**src/sofs_pkg.sv**
```systemverilog
// Constants for the status output function selector
package sofs_pkg;
   // ----------------------------------------
   // Register map
   // ----------------------------------------
   localparam logic [3:0] ADDR_DUAL_TERMINAL_MODE_SELECT = 4'h0;
   localparam logic [3:0] ADDR_OPEN_COLLECTOR_FUNCTION_SELECT = 4'h1;
   localparam logic [3:0] ADDR_RELAY_FUNCTION_SELECT = 4'h2;
   localparam logic [3:0] ADDR_DUAL_TERMINAL_FUNCTION_SELECT = 4'h3;
   localparam logic [3:0] ADDR_PULSE_PERIOD = 4'h4;
   localparam logic [3:0] ADDR_OUTPUT_STATUS = 4'h5;
   localparam int REG_WIDTH = 16;
   localparam logic [15:0] RST_MODE = 16'h0000;
   localparam logic [15:0] RST_OPEN_COLLECTOR = 16'h0000;
   localparam logic [15:0] RST_RELAY = 16'h0002;
   localparam logic [15:0] RST_DUAL_FUNCTION = 16'h0000;
   localparam logic [15:0] RST_PULSE_PERIOD = 16'h0064;
   // ----------------------------------------
   // Codes and limits
   // ----------------------------------------
   localparam logic [15:0] MODE_MAX = 16'h0001;
   localparam logic [15:0] MODE_PULSE = 16'h0000;
   localparam logic [15:0] OPEN_COLLECTOR_MAX = 16'h0026;
   localparam logic [15:0] RELAY_MAX = 16'h001e;
   localparam logic [15:0] IMPLEMENTED_MAX = 16'h0012;
   localparam int NUM_OUTPUTS = 3;
   localparam int NUM_CODES = 19;
   // ----------------------------------------
   // Timing
   // ----------------------------------------
   localparam longint CLK_HZ = 10000000;
   localparam longint PULSE_MAX_HZ = 100000;
   localparam logic [15:0] PULSE_MIN_PERIOD = 16'((CLK_HZ + PULSE_MAX_HZ - 1) / PULSE_MAX_HZ);
   localparam longint CYCLE_PULSE_MS = 250;
   localparam int CYCLE_PULSE_CYCLES = int'((CLK_HZ * CYCLE_PULSE_MS) / 1000);
endpackage

```
**src/sofs_top.sv**
```systemverilog
// Status output function selector: register file, code table and output drivers
`timescale 1ns/1ps
module sofs_top
(
   input wire logic ref_clk,
   input wire logic rst_b,
   input wire logic clk_en,
   input wire logic [3:0] reg_addr,
   input wire logic [15:0] reg_wdata,
   input wire logic reg_wr,
   input wire logic reg_rd,
   output logic [15:0] reg_rdata,
   input wire logic drive_running,
   input wire logic output_freq_zero,
   input wire logic fault_stop,
   input wire logic freq_level_detect,
   input wire logic freq_arrival,
   input wire logic motor_overload_prealarm,
   input wire logic drive_overload_prealarm,
   input wire logic set_count_reached,
   input wire logic designated_count_reached,
   input wire logic length_reached,
   input wire logic sequence_cycle_done,
   input wire logic running_time_reached,
   input wire logic set_freq_beyond_limit,
   input wire logic output_freq_at_limit,
   input wire logic speed_control_mode,
   input wire logic torque_at_limit,
   input wire logic supplies_stable,
   input wire logic fault_detected,
   input wire logic run_permitted,
   input wire logic [15:0] analog_input_first,
   input wire logic [15:0] analog_input_second,
   input wire logic freq_at_upper_limit,
   input wire logic freq_at_lower_limit,
   output logic open_collector_on,
   output logic relay_contacts,
   output logic dual_terminal_switch_output,
   output logic pulse_train_output,
   output logic dual_terminal_pulse_mode
);

   // ----------------------------------------
   // Registers
   // ----------------------------------------
   logic [15:0] mode_q;
   logic [15:0] mode_d;
   logic [15:0] oc_sel_q;
   logic [15:0] relay_sel_q;
   logic [15:0] dual_sel_q;
   logic [15:0] period_q;
   logic [sofs_pkg::NUM_OUTPUTS-1:0] out_q;
   logic [15:0] status_word;

   assign status_word = {13'h0000, out_q};

   // ----------------------------------------
   // Write decode
   // ----------------------------------------
   logic wr_mode;
   logic wr_oc;
   logic wr_relay;
   logic wr_dual;
   logic wr_period;

   always_comb
   begin
      wr_mode = 1'b0;
      wr_oc = 1'b0;
      wr_relay = 1'b0;
      wr_dual = 1'b0;
      wr_period = 1'b0;
      if (!(clk_en && reg_wr))
         wr_mode = 1'b0;
      else if (reg_addr == sofs_pkg::ADDR_DUAL_TERMINAL_MODE_SELECT)
         wr_mode = 1'b1;
      else if (reg_addr == sofs_pkg::ADDR_OPEN_COLLECTOR_FUNCTION_SELECT)
         wr_oc = 1'b1;
      else if (reg_addr == sofs_pkg::ADDR_RELAY_FUNCTION_SELECT)
         wr_relay = 1'b1;
      else if (reg_addr == sofs_pkg::ADDR_DUAL_TERMINAL_FUNCTION_SELECT)
         wr_dual = 1'b1;
      else if (reg_addr == sofs_pkg::ADDR_PULSE_PERIOD)
         wr_period = 1'b1;
   end

   // ----------------------------------------
   // Selector registers
   // ----------------------------------------
   // Writes above the allowed range are dropped, old code kept
   always_comb
   begin
      mode_d = mode_q;
      if (wr_mode && reg_wdata <= sofs_pkg::MODE_MAX)
         mode_d = reg_wdata;
   end

   always_ff @(posedge ref_clk or negedge rst_b)
   begin
      if (!rst_b)
         mode_q <= sofs_pkg::RST_MODE;
      else
         mode_q <= mode_d;
   end

   always_ff @(posedge ref_clk or negedge rst_b)
   begin
      if (!rst_b)
         oc_sel_q <= sofs_pkg::RST_OPEN_COLLECTOR;
      else if (wr_oc && reg_wdata <= sofs_pkg::OPEN_COLLECTOR_MAX)
         oc_sel_q <= reg_wdata;
   end

   always_ff @(posedge ref_clk or negedge rst_b)
   begin
      if (!rst_b)
         relay_sel_q <= sofs_pkg::RST_RELAY;
      else if (wr_relay && reg_wdata <= sofs_pkg::RELAY_MAX)
         relay_sel_q <= reg_wdata;
   end

   always_ff @(posedge ref_clk or negedge rst_b)
   begin
      if (!rst_b)
         dual_sel_q <= sofs_pkg::RST_DUAL_FUNCTION;
      else if (wr_dual && reg_wdata <= sofs_pkg::OPEN_COLLECTOR_MAX)
         dual_sel_q <= reg_wdata;
   end

   // ----------------------------------------
   // Pulse period register
   // ----------------------------------------
   always_ff @(posedge ref_clk or negedge rst_b)
   begin
      if (!rst_b)
         period_q <= sofs_pkg::RST_PULSE_PERIOD;
      else if (wr_period)
      begin
         // Period below the minimum would exceed the top pulse rate
         if (reg_wdata < sofs_pkg::PULSE_MIN_PERIOD)
            period_q <= sofs_pkg::PULSE_MIN_PERIOD;
         else
            period_q <= reg_wdata;
      end
   end

   // ----------------------------------------
   // Read port
   // ----------------------------------------
   logic [15:0] rd_word;

   // Unmapped offsets read as zero
   always_comb
   begin
      rd_word = 16'h0000;
      if (reg_addr == sofs_pkg::ADDR_DUAL_TERMINAL_MODE_SELECT)
         rd_word = mode_q;
      else if (reg_addr == sofs_pkg::ADDR_OPEN_COLLECTOR_FUNCTION_SELECT)
         rd_word = oc_sel_q;
      else if (reg_addr == sofs_pkg::ADDR_RELAY_FUNCTION_SELECT)
         rd_word = relay_sel_q;
      else if (reg_addr == sofs_pkg::ADDR_DUAL_TERMINAL_FUNCTION_SELECT)
         rd_word = dual_sel_q;
      else if (reg_addr == sofs_pkg::ADDR_PULSE_PERIOD)
         rd_word = period_q;
      else if (reg_addr == sofs_pkg::ADDR_OUTPUT_STATUS)
         rd_word = status_word;
   end

   always_ff @(posedge ref_clk or negedge rst_b)
   begin
      if (!rst_b)
         reg_rdata <= 16'h0000;
      else if (clk_en)
      begin
         if (reg_rd)
            reg_rdata <= rd_word;
         else
            reg_rdata <= 16'h0000;
      end
   end

   // ----------------------------------------
   // Sequence cycle pulse stretcher
   // ----------------------------------------
   logic [$clog2(sofs_pkg::CYCLE_PULSE_CYCLES+1)-1:0] cyc_cnt_q;
   logic cyc_pulse;

   // A new cycle end during the pulse restarts it rather than stacking
   always_ff @(posedge ref_clk or negedge rst_b)
   begin
      if (!rst_b)
         cyc_cnt_q <= '0;
      else if (clk_en)
      begin
         if (sequence_cycle_done)
            cyc_cnt_q <= ($bits(cyc_cnt_q))'(sofs_pkg::CYCLE_PULSE_CYCLES);
         else if (cyc_cnt_q != '0)
            cyc_cnt_q <= cyc_cnt_q - 1'b1;
      end
   end

   assign cyc_pulse = (cyc_cnt_q != '0);

   // ----------------------------------------
   // Common code table
   // ----------------------------------------
   logic [sofs_pkg::NUM_CODES-1:0] cond;

   always_comb
   begin
      cond = '0;
      cond[0] = 1'b0;
      cond[1] = drive_running;
      cond[2] = fault_stop;
      cond[3] = freq_level_detect;
      cond[4] = freq_arrival;
      cond[5] = drive_running && output_freq_zero;
      cond[6] = motor_overload_prealarm;
      cond[7] = drive_overload_prealarm;
      cond[8] = set_count_reached;
      cond[9] = designated_count_reached;
      cond[10] = length_reached;
      cond[11] = cyc_pulse;
      cond[12] = running_time_reached;
      cond[13] = set_freq_beyond_limit && output_freq_at_limit;
      cond[14] = speed_control_mode && torque_at_limit;
      cond[15] = supplies_stable && !fault_detected && run_permitted;
      cond[16] = analog_input_first > analog_input_second;
      cond[17] = freq_at_upper_limit;
      cond[18] = drive_running && freq_at_lower_limit;
   end

   // ----------------------------------------
   // Per-output selection
   // ----------------------------------------
   logic [15:0] sel [sofs_pkg::NUM_OUTPUTS];
   logic [sofs_pkg::NUM_OUTPUTS-1:0] out_d;

   assign sel[0] = oc_sel_q;
   assign sel[1] = relay_sel_q;
   assign sel[2] = dual_sel_q;

   // Same table, independent selectors; codes past 18 are not wired and read inactive
   genvar g;
   generate
      for (g = 0; g < sofs_pkg::NUM_OUTPUTS; g++)
      begin : g_out
         assign out_d[g] = (sel[g] > sofs_pkg::IMPLEMENTED_MAX) ? 1'b0 : cond[sel[g][4:0]];
         always_ff @(posedge ref_clk or negedge rst_b)
         begin
            if (!rst_b)
               out_q[g] <= 1'b0;
            else if (clk_en)
               out_q[g] <= out_d[g];
         end
      end
   endgenerate

   // ----------------------------------------
   // Pulse train generator
   // ----------------------------------------
   logic pulse_mode;
   logic [15:0] div_q;
   logic half_done;
   logic pulse_q;

   assign pulse_mode = (mode_q == sofs_pkg::MODE_PULSE);

   // Square wave: toggles twice per period, so period counts halves
   assign half_done = (div_q >= (period_q >> 1) - 16'h0001);

   // Counter restarts whenever the terminal leaves pulse mode
   always_ff @(posedge ref_clk or negedge rst_b)
   begin
      if (!rst_b)
         div_q <= 16'h0000;
      else if (clk_en)
      begin
         if (!pulse_mode || half_done)
            div_q <= 16'h0000;
         else
            div_q <= div_q + 16'h0001;
      end
   end

   always_ff @(posedge ref_clk or negedge rst_b)
   begin
      if (!rst_b)
         pulse_q <= 1'b0;
      else if (clk_en)
      begin
         if (!pulse_mode)
            pulse_q <= 1'b0;
         else if (half_done)
            pulse_q <= ~pulse_q;
      end
   end

   // ----------------------------------------
   // Dual terminal switch drive
   // ----------------------------------------
   logic dsw_q;

   // Built from the next mode so the pin changes in the same cycle as the mode register
   always_ff @(posedge ref_clk or negedge rst_b)
   begin
      if (!rst_b)
         dsw_q <= 1'b0;
      else if (clk_en)
         dsw_q <= out_d[2] && (mode_d != sofs_pkg::MODE_PULSE);
   end

   // ----------------------------------------
   // Outputs
   // ----------------------------------------
   assign open_collector_on = out_q[0];
   assign relay_contacts = out_q[1];
   assign dual_terminal_switch_output = dsw_q;
   assign pulse_train_output = pulse_q;
   assign dual_terminal_pulse_mode = pulse_mode;

endmodule // sofs_top

```
**config.mk**
```make
export PLATFORM = sky130hd
export DESIGN_NAME = sofs_top
export DESIGN_NICKNAME = d
export VERILOG_FILES = /design/src/sofs_pkg.sv /design/src/sofs_top.sv
export SDC_FILE = /design/constraint.sdc
export NUM_CORES = 1
export LEC_CHECK = 0
export ABC_CLOCK_PERIOD_IN_PS = 10100
export CAP_MARGIN = 10
export CELL_PAD_IN_SITES_DETAIL_PLACEMENT = 1
export CELL_PAD_IN_SITES_GLOBAL_PLACEMENT = 1
export CORE_UTILIZATION = 50
export CTS_BUF_LIST = sky130_fd_sc_hd__clkbuf_8
export DETAILED_ROUTE_END_ITERATION = 12
export DONT_BUFFER_PORTS = 1
export PLACE_DENSITY_LB_ADDON = 0.1
export SYNTH_ARGS = -nofsm -noshare
export SYNTH_HDL_FRONTEND = slang
export SYNTH_SLANG_ARGS = --single-unit
```
**constraint.sdc**
```tcl
create_clock -name ref_clk -period 10.1 [get_ports ref_clk]
set_input_delay 2.02 -clock ref_clk [delete_from_list [all_inputs] [get_ports ref_clk]]
set_output_delay 2.02 -clock ref_clk [all_outputs]
set_load 0.005 [all_outputs]
```
# After elaboration in Yosys (flattened, before gate mapping)
# Cells that the tools add are included.
# totals
reg_bits	139
word_cells	100
# classes
add_sub_neg	3
magnitude_cmp	12
n_eq_ne	6
n_mux	43
n_bitwise	1
reduce_logical	22
# ops
operator	n
16-bit two-way mux	9
16-bit by 5-bit greater-than comparator with 1-bit output (second input constant)	3
22-bit two-way mux	2
1-bit two-way mux	28
22-bit nonzero test	1
22-bit by 1-bit subtractor with 22-bit output (second input constant)	1
5-bit by 6-bit < comparator with 1-bit output (second input constant)	3
16-bit by 1-bit adder with 16-bit output (second input constant)	1
16-bit greater-or-equal comparator	1
16-bit greater-than comparator	1
16-bit by 1-bit less-or-equal comparator with 1-bit output (second input constant)	1
16-bit by 5-bit less-or-equal comparator with 1-bit output (second input constant)	1
16-bit by 6-bit less-or-equal comparator with 1-bit output (second input constant)	1
16-bit logical NOT	1
16-bit by 7-bit < comparator with 1-bit output (second input constant)	1
16-bit nonzero test	1
15-bit by 1-bit subtractor with 16-bit output (second input constant)	1
1-bit binary-select mux with 5-bit select	3
1-bit logical AND	12
4-bit by 2-bit == test with 1-bit output (second input constant)	2
4-bit by 3-bit == test with 1-bit output (second input constant)	2
4-bit by 1-bit == test with 1-bit output (second input constant)	1
4-bit logical NOT	1
2-bit AND reduction	2
6 further kinds	7

# Depth between registers and ports, before layout
# depth
ltp_word	8
depth_mapped	14
mapped_depth_nobuf	13

# Worst setup path before layout
# OpenSTA, ideal clock, no wires.
# synth_timing
kind	input to register
start	input port reg_wdata[11]
end	register mode_q[0]
setup_time_ps	125
t_arrival_ps	3736
required_ps	9975
path_slack_ps	6240
cell_stages	5
path_cell_list	nor4_1 nand3_1 or4_4 nor4_4 mux2_2
# synth_via
elab_chain_cells	3
# synth_lines
element	line	text
start, declared	sofs_top.sv:9	input wire logic [15:0] reg_wdata,
16-bit by 1-bit less-or-equal comparator with 1-bit output	sofs_top.sv:94	if (wr_mode && reg_wdata <= sofs_pkg::MODE_MAX)
1-bit logical AND	sofs_top.sv:94	
16-bit two-way mux	sofs_top.sv:94	
net mode_d[0]	sofs_top.sv:47	logic [15:0] mode_d;
end signal, assigned	sofs_top.sv:101	mode_q <= sofs_pkg::RST_MODE;
end signal, assigned	sofs_top.sv:103	mode_q <= mode_d;
end, declared	sofs_top.sv:46	logic [15:0] mode_q;
# The timed path passes the listed nets, and every way through them passes these cells.
# A chain may end at the register's enable or synchronous reset.

# Worst setup path after layout
# Same ends and word-level chain as after synthesis.

==> metrics.log <==
[metrics] run status: finished, final reports clean
[metrics] arrival time reported for the critical path endpoint: 4.33 ns
[metrics] critical path's slowest cell: nor4_4
[metrics] Setup Crit Path Kind: in2reg
[metrics] fraction of the cycle the final worst path needs: 0.395
[metrics] worst min-delay path category: reg2reg
[metrics] area fraction in and, or, nand and nor cells after synthesis: 0.218
[metrics] Initial Utilization: 0.515
[metrics] most common cell after layout, fill and taps aside: dfrtp_1
[metrics] TritonCTS Buffers: 17
[metrics] final net count: 918
[metrics] Detailed Place HPWL: 15900 µm
[metrics] leading cell types in the layout, fill and taps excluded: dfrtp_1, nand2_1, nor2_1
[metrics] total grt overflow: 0
[metrics] worst setup skew after layout: 0.0150 ns
[metrics] synthesized instance count: 821
[metrics] main combinational cell family by area after synthesis: simple AND/OR/NAND/NOR gates
[metrics] fraction of synthesized area in multiplexers: 0.0509
[metrics] H-tree levels: 4
[metrics] first-pass GRT wire length: 35200 µm
[metrics] adder and majority cell fraction of the synthesized area: 0.0557
[metrics] Final Critical Period: 3.99 ns
[metrics] power per cell area: 157 nW/µm²
[metrics] number of antenna violations at the first check in global routing: 0
[metrics] Leak Pwr: 3.70 nW
[metrics] filler cell count: 1721
[metrics] total length of routed wires: 21600 µm
[metrics] combined area of the multi-input logic cells: 4020 µm²
[metrics] share of flip-flops with an asynchronous set or reset after synthesis: 1.00
[metrics] routed wire length per instance: 20.9 µm
[metrics] Max FO, Critical Path: 18
[metrics] die height: 127 µm
[metrics] kind of launch point of the worst setup path: input pin
[metrics] commonest register cell after synthesis: dfrtp_1
[metrics] pin count of the biggest net entering global routing: 140
[metrics] Highest Clock Rate: 0.251 GHz
[metrics] synthesis-stage register bit count: 139
[metrics] post-synthesis net count: 934
[metrics] worst hold slack: 0.498 ns
[metrics] area growth from synthesis to final layout: 6.40%
[metrics] Max Cap Viol: 0
[metrics] Post-CTS Repair Setup Buffers: 0
[metrics] count of yosys warnings during synthesis: 0
[metrics] PortBufs: 0
[metrics] TritonCTS clock tree: done
[metrics] total via count after detailed routing: 6262
[metrics] xor and xnor area share after synthesis: 0.0390
[metrics] clock insertion delay at the later pin of the skew report: 0.46 ns
[metrics] maximum number of buffers from clock root to sink: 2
[metrics] die outline width: 127 µm
[metrics] Global Route Usage Sum: 0.285
[metrics] Final Max Tran Viols: 0
[metrics] CTS-repair resized insts: 0
[metrics] final-report setup violation count: 0
[metrics] fraction of the mapped netlist area in compound gates: 0.148
[metrics] number of stages on the worst hold path: 1
[metrics] Post-Syn Area: 7860 µm²
[metrics] count of cell types in the netlist: 73
[metrics] RePlAce Congestion: 0.826
[metrics] endpoint class of the critical path: flip-flop
[metrics] CTS sink count: 139
[metrics] vias in the first global route: 6528
[metrics] worst setup slack after placement: 5.62 ns
[metrics] per-cell via count in the routed design: 6.09
[metrics] Iter 0 DRT Violations: 406
[metrics] final sum of negative setup slack: 0 ns
[metrics] die area: 16200 µm²
[metrics] Routed Antenna Nets: 0
[metrics] final hold violation count: 0
[metrics] total of hold buffers inserted after clock tree synthesis: 0
[metrics] cells on worst reg2reg path: 13
[metrics] clk root buf: clkbuf_8
[metrics] register area share after synthesis: 0.443
[metrics] Ports: 99
[metrics] worst vdd ir: 0.000104 V
[metrics] first-pass detailed-route iteration total: 5
[metrics] clock edge transition at the registers on the reported setup and hold paths: 0.09 ns
[metrics] layout cells sized above 1: 0.100
[metrics] relative slew slack: 0.433
[metrics] setup repair after global routing missed its margin: no
[metrics] cells along the critical path: nor4_1 > nand3_1 > or4_4 > nor4_4 > mux2_2
[metrics] number of synthesized flops with an enable pin: 0
[metrics] count of antenna diodes in the layout: 0
[metrics] DRC violation count after routing: 0
[metrics] worst-margin pin slew: 0.845 ns
[metrics] Required @ worst endpoint: 10.44 ns
[metrics] Setup WS post-layout: 6.11 ns
[metrics] std cell rows: 45
[metrics] Mean Syn Cell Area: 9.57 µm²
[metrics] Largest stage delay, worst path: 0.76 ns
[metrics] total area of sequential cells: 3480 µm²
[metrics] total core area: 15300 µm²
==> Yosys cell counts (4+ instances only) <==
cell type,number,area (µm²)
a22o_1,6,52.6
a211oi_1,8,60.1
nor2_1,60,225
dfstp_2,4,105
nor4_1,23,144
ha_1,35,438
xnor2_1,20,175
nor3_1,18,90.1
mux2_2,16,180
clkbuf_1,28,105
nand3_1,20,100
a21o_1,6,45.0
mux2i_1,13,130
nand2b_1,4,25.0
nand2_1,84,315
and2_1,25,156
or3_1,5,31.3
and3_1,6,37.5
nor4b_1,4,35.0
mux4_2,4,90.1
o211ai_1,12,90.1
o21ai_0,41,205
a31oi_1,4,25.0
xor2_1,15,131
o31ai_1,4,30.0
buf_1,4,15.0
a221oi_1,18,158
dfrtp_1,135,3380
and2b_1,6,45.0
a21oi_1,32,160
o22ai_1,22,138
nor2b_1,25,156
inv_1,53,199
nand4_1,10,62.6
==> worst paths after layout <==
path                       slack [ns]               start            endpoint
max                              6.11       reg_wdata[11]           mode_q[0]
min                              0.50  pulse_train_output  pulse_train_output
max reg2reg                      6.21         period_q[4]            div_q[3]
min reg2reg                      0.50  pulse_train_output  pulse_train_output
max in group asynchronous        8.56               rst_b      relay_sel_q[1]
min in group asynchronous        1.25               rst_b       cyc_cnt_q[11]
==> worst max-delay path, delay by kind of cell <==
family / cells / cell delay [ns]
multiplexers: 1 / 0.42
AND/OR/NAND/NOR: 4 / 1.88
==> stage by stage <==
stage | cell area (µm²) | total power [W] | cells | util
3_3_place_gp | 7970 | 0.000846 | 996 | 0.522
6_report | 8360 | 0.00131 | 1029 | 0.548
3_5_place_dp | 7970 | 0.000868 | 996 | 0.522
4_1_cts | 8360 | 0.00132 | 1028 | 0.548
2_1_floorplan | 7860 | 0.000813 | 821 | -
5_1_grt | 8360 | 0.00138 | 1029 | 0.548
==> metal layers <==
metal | GRT usage | wire, µm | vias to the layer above
met4 | 0.104 | 583 | 0
met1 | 0.359 | 9130 | 3175
met5 | 0 | 0 | -
met3 | 0.0745 | 1190 | 35
met2 | 0.472 | 10700 | 156
li1 | - | - | 2896
==> kinds of logic (layout without fill, tap and decap cells) <==
family,after synthesis,after routing
mux,33,33
flops,139,139
simple gates,318,318
fa+ha+maj,35,35
buf+inv,90,87
compound gates,171,171
xor+xnor,35,35
==> final cells by class <==
| type | instances | share of cell area |
|---|---|---|
| clock inverter | 15 | 0.0183 |
| tap | 211 | 0.0316 |
| timing repair buffer | 2 | 0.00150 |
| multi-input combinational | 592 | 0.480 |
| inverter | 53 | 0.0238 |
| clock buffer | 17 | 0.0280 |
| sequential | 139 | 0.417 |
==> sequential cells by signal (all words and copies together), names as in the netlist <==
register,count
cyc_cnt_q,22
relay_sel_q,16
oc_sel_q,16
dual_terminal_switch_output,1
pulse_train_output,1
out_q,1
dual_sel_q,16
div_q,16
reg_rdata,16
relay_contacts,1
period_q,16
open_collector_on,1
mode_q,16
==> report_power, final <==
part / leakage, nW / total (W) / switching [W] / internal, W
Combinational: 1.66 / 0.000202 / 0.000108 / 0.0000934
Sequential: 1.85 / 0.000655 / 0.0000595 / 0.000596
Clock: 0.191 / 0.000454 / 0.000250 / 0.000204
Total: 3.70 / 0.00131 / 0.000418 / 0.000893
(Power assumes the default switching activity.)
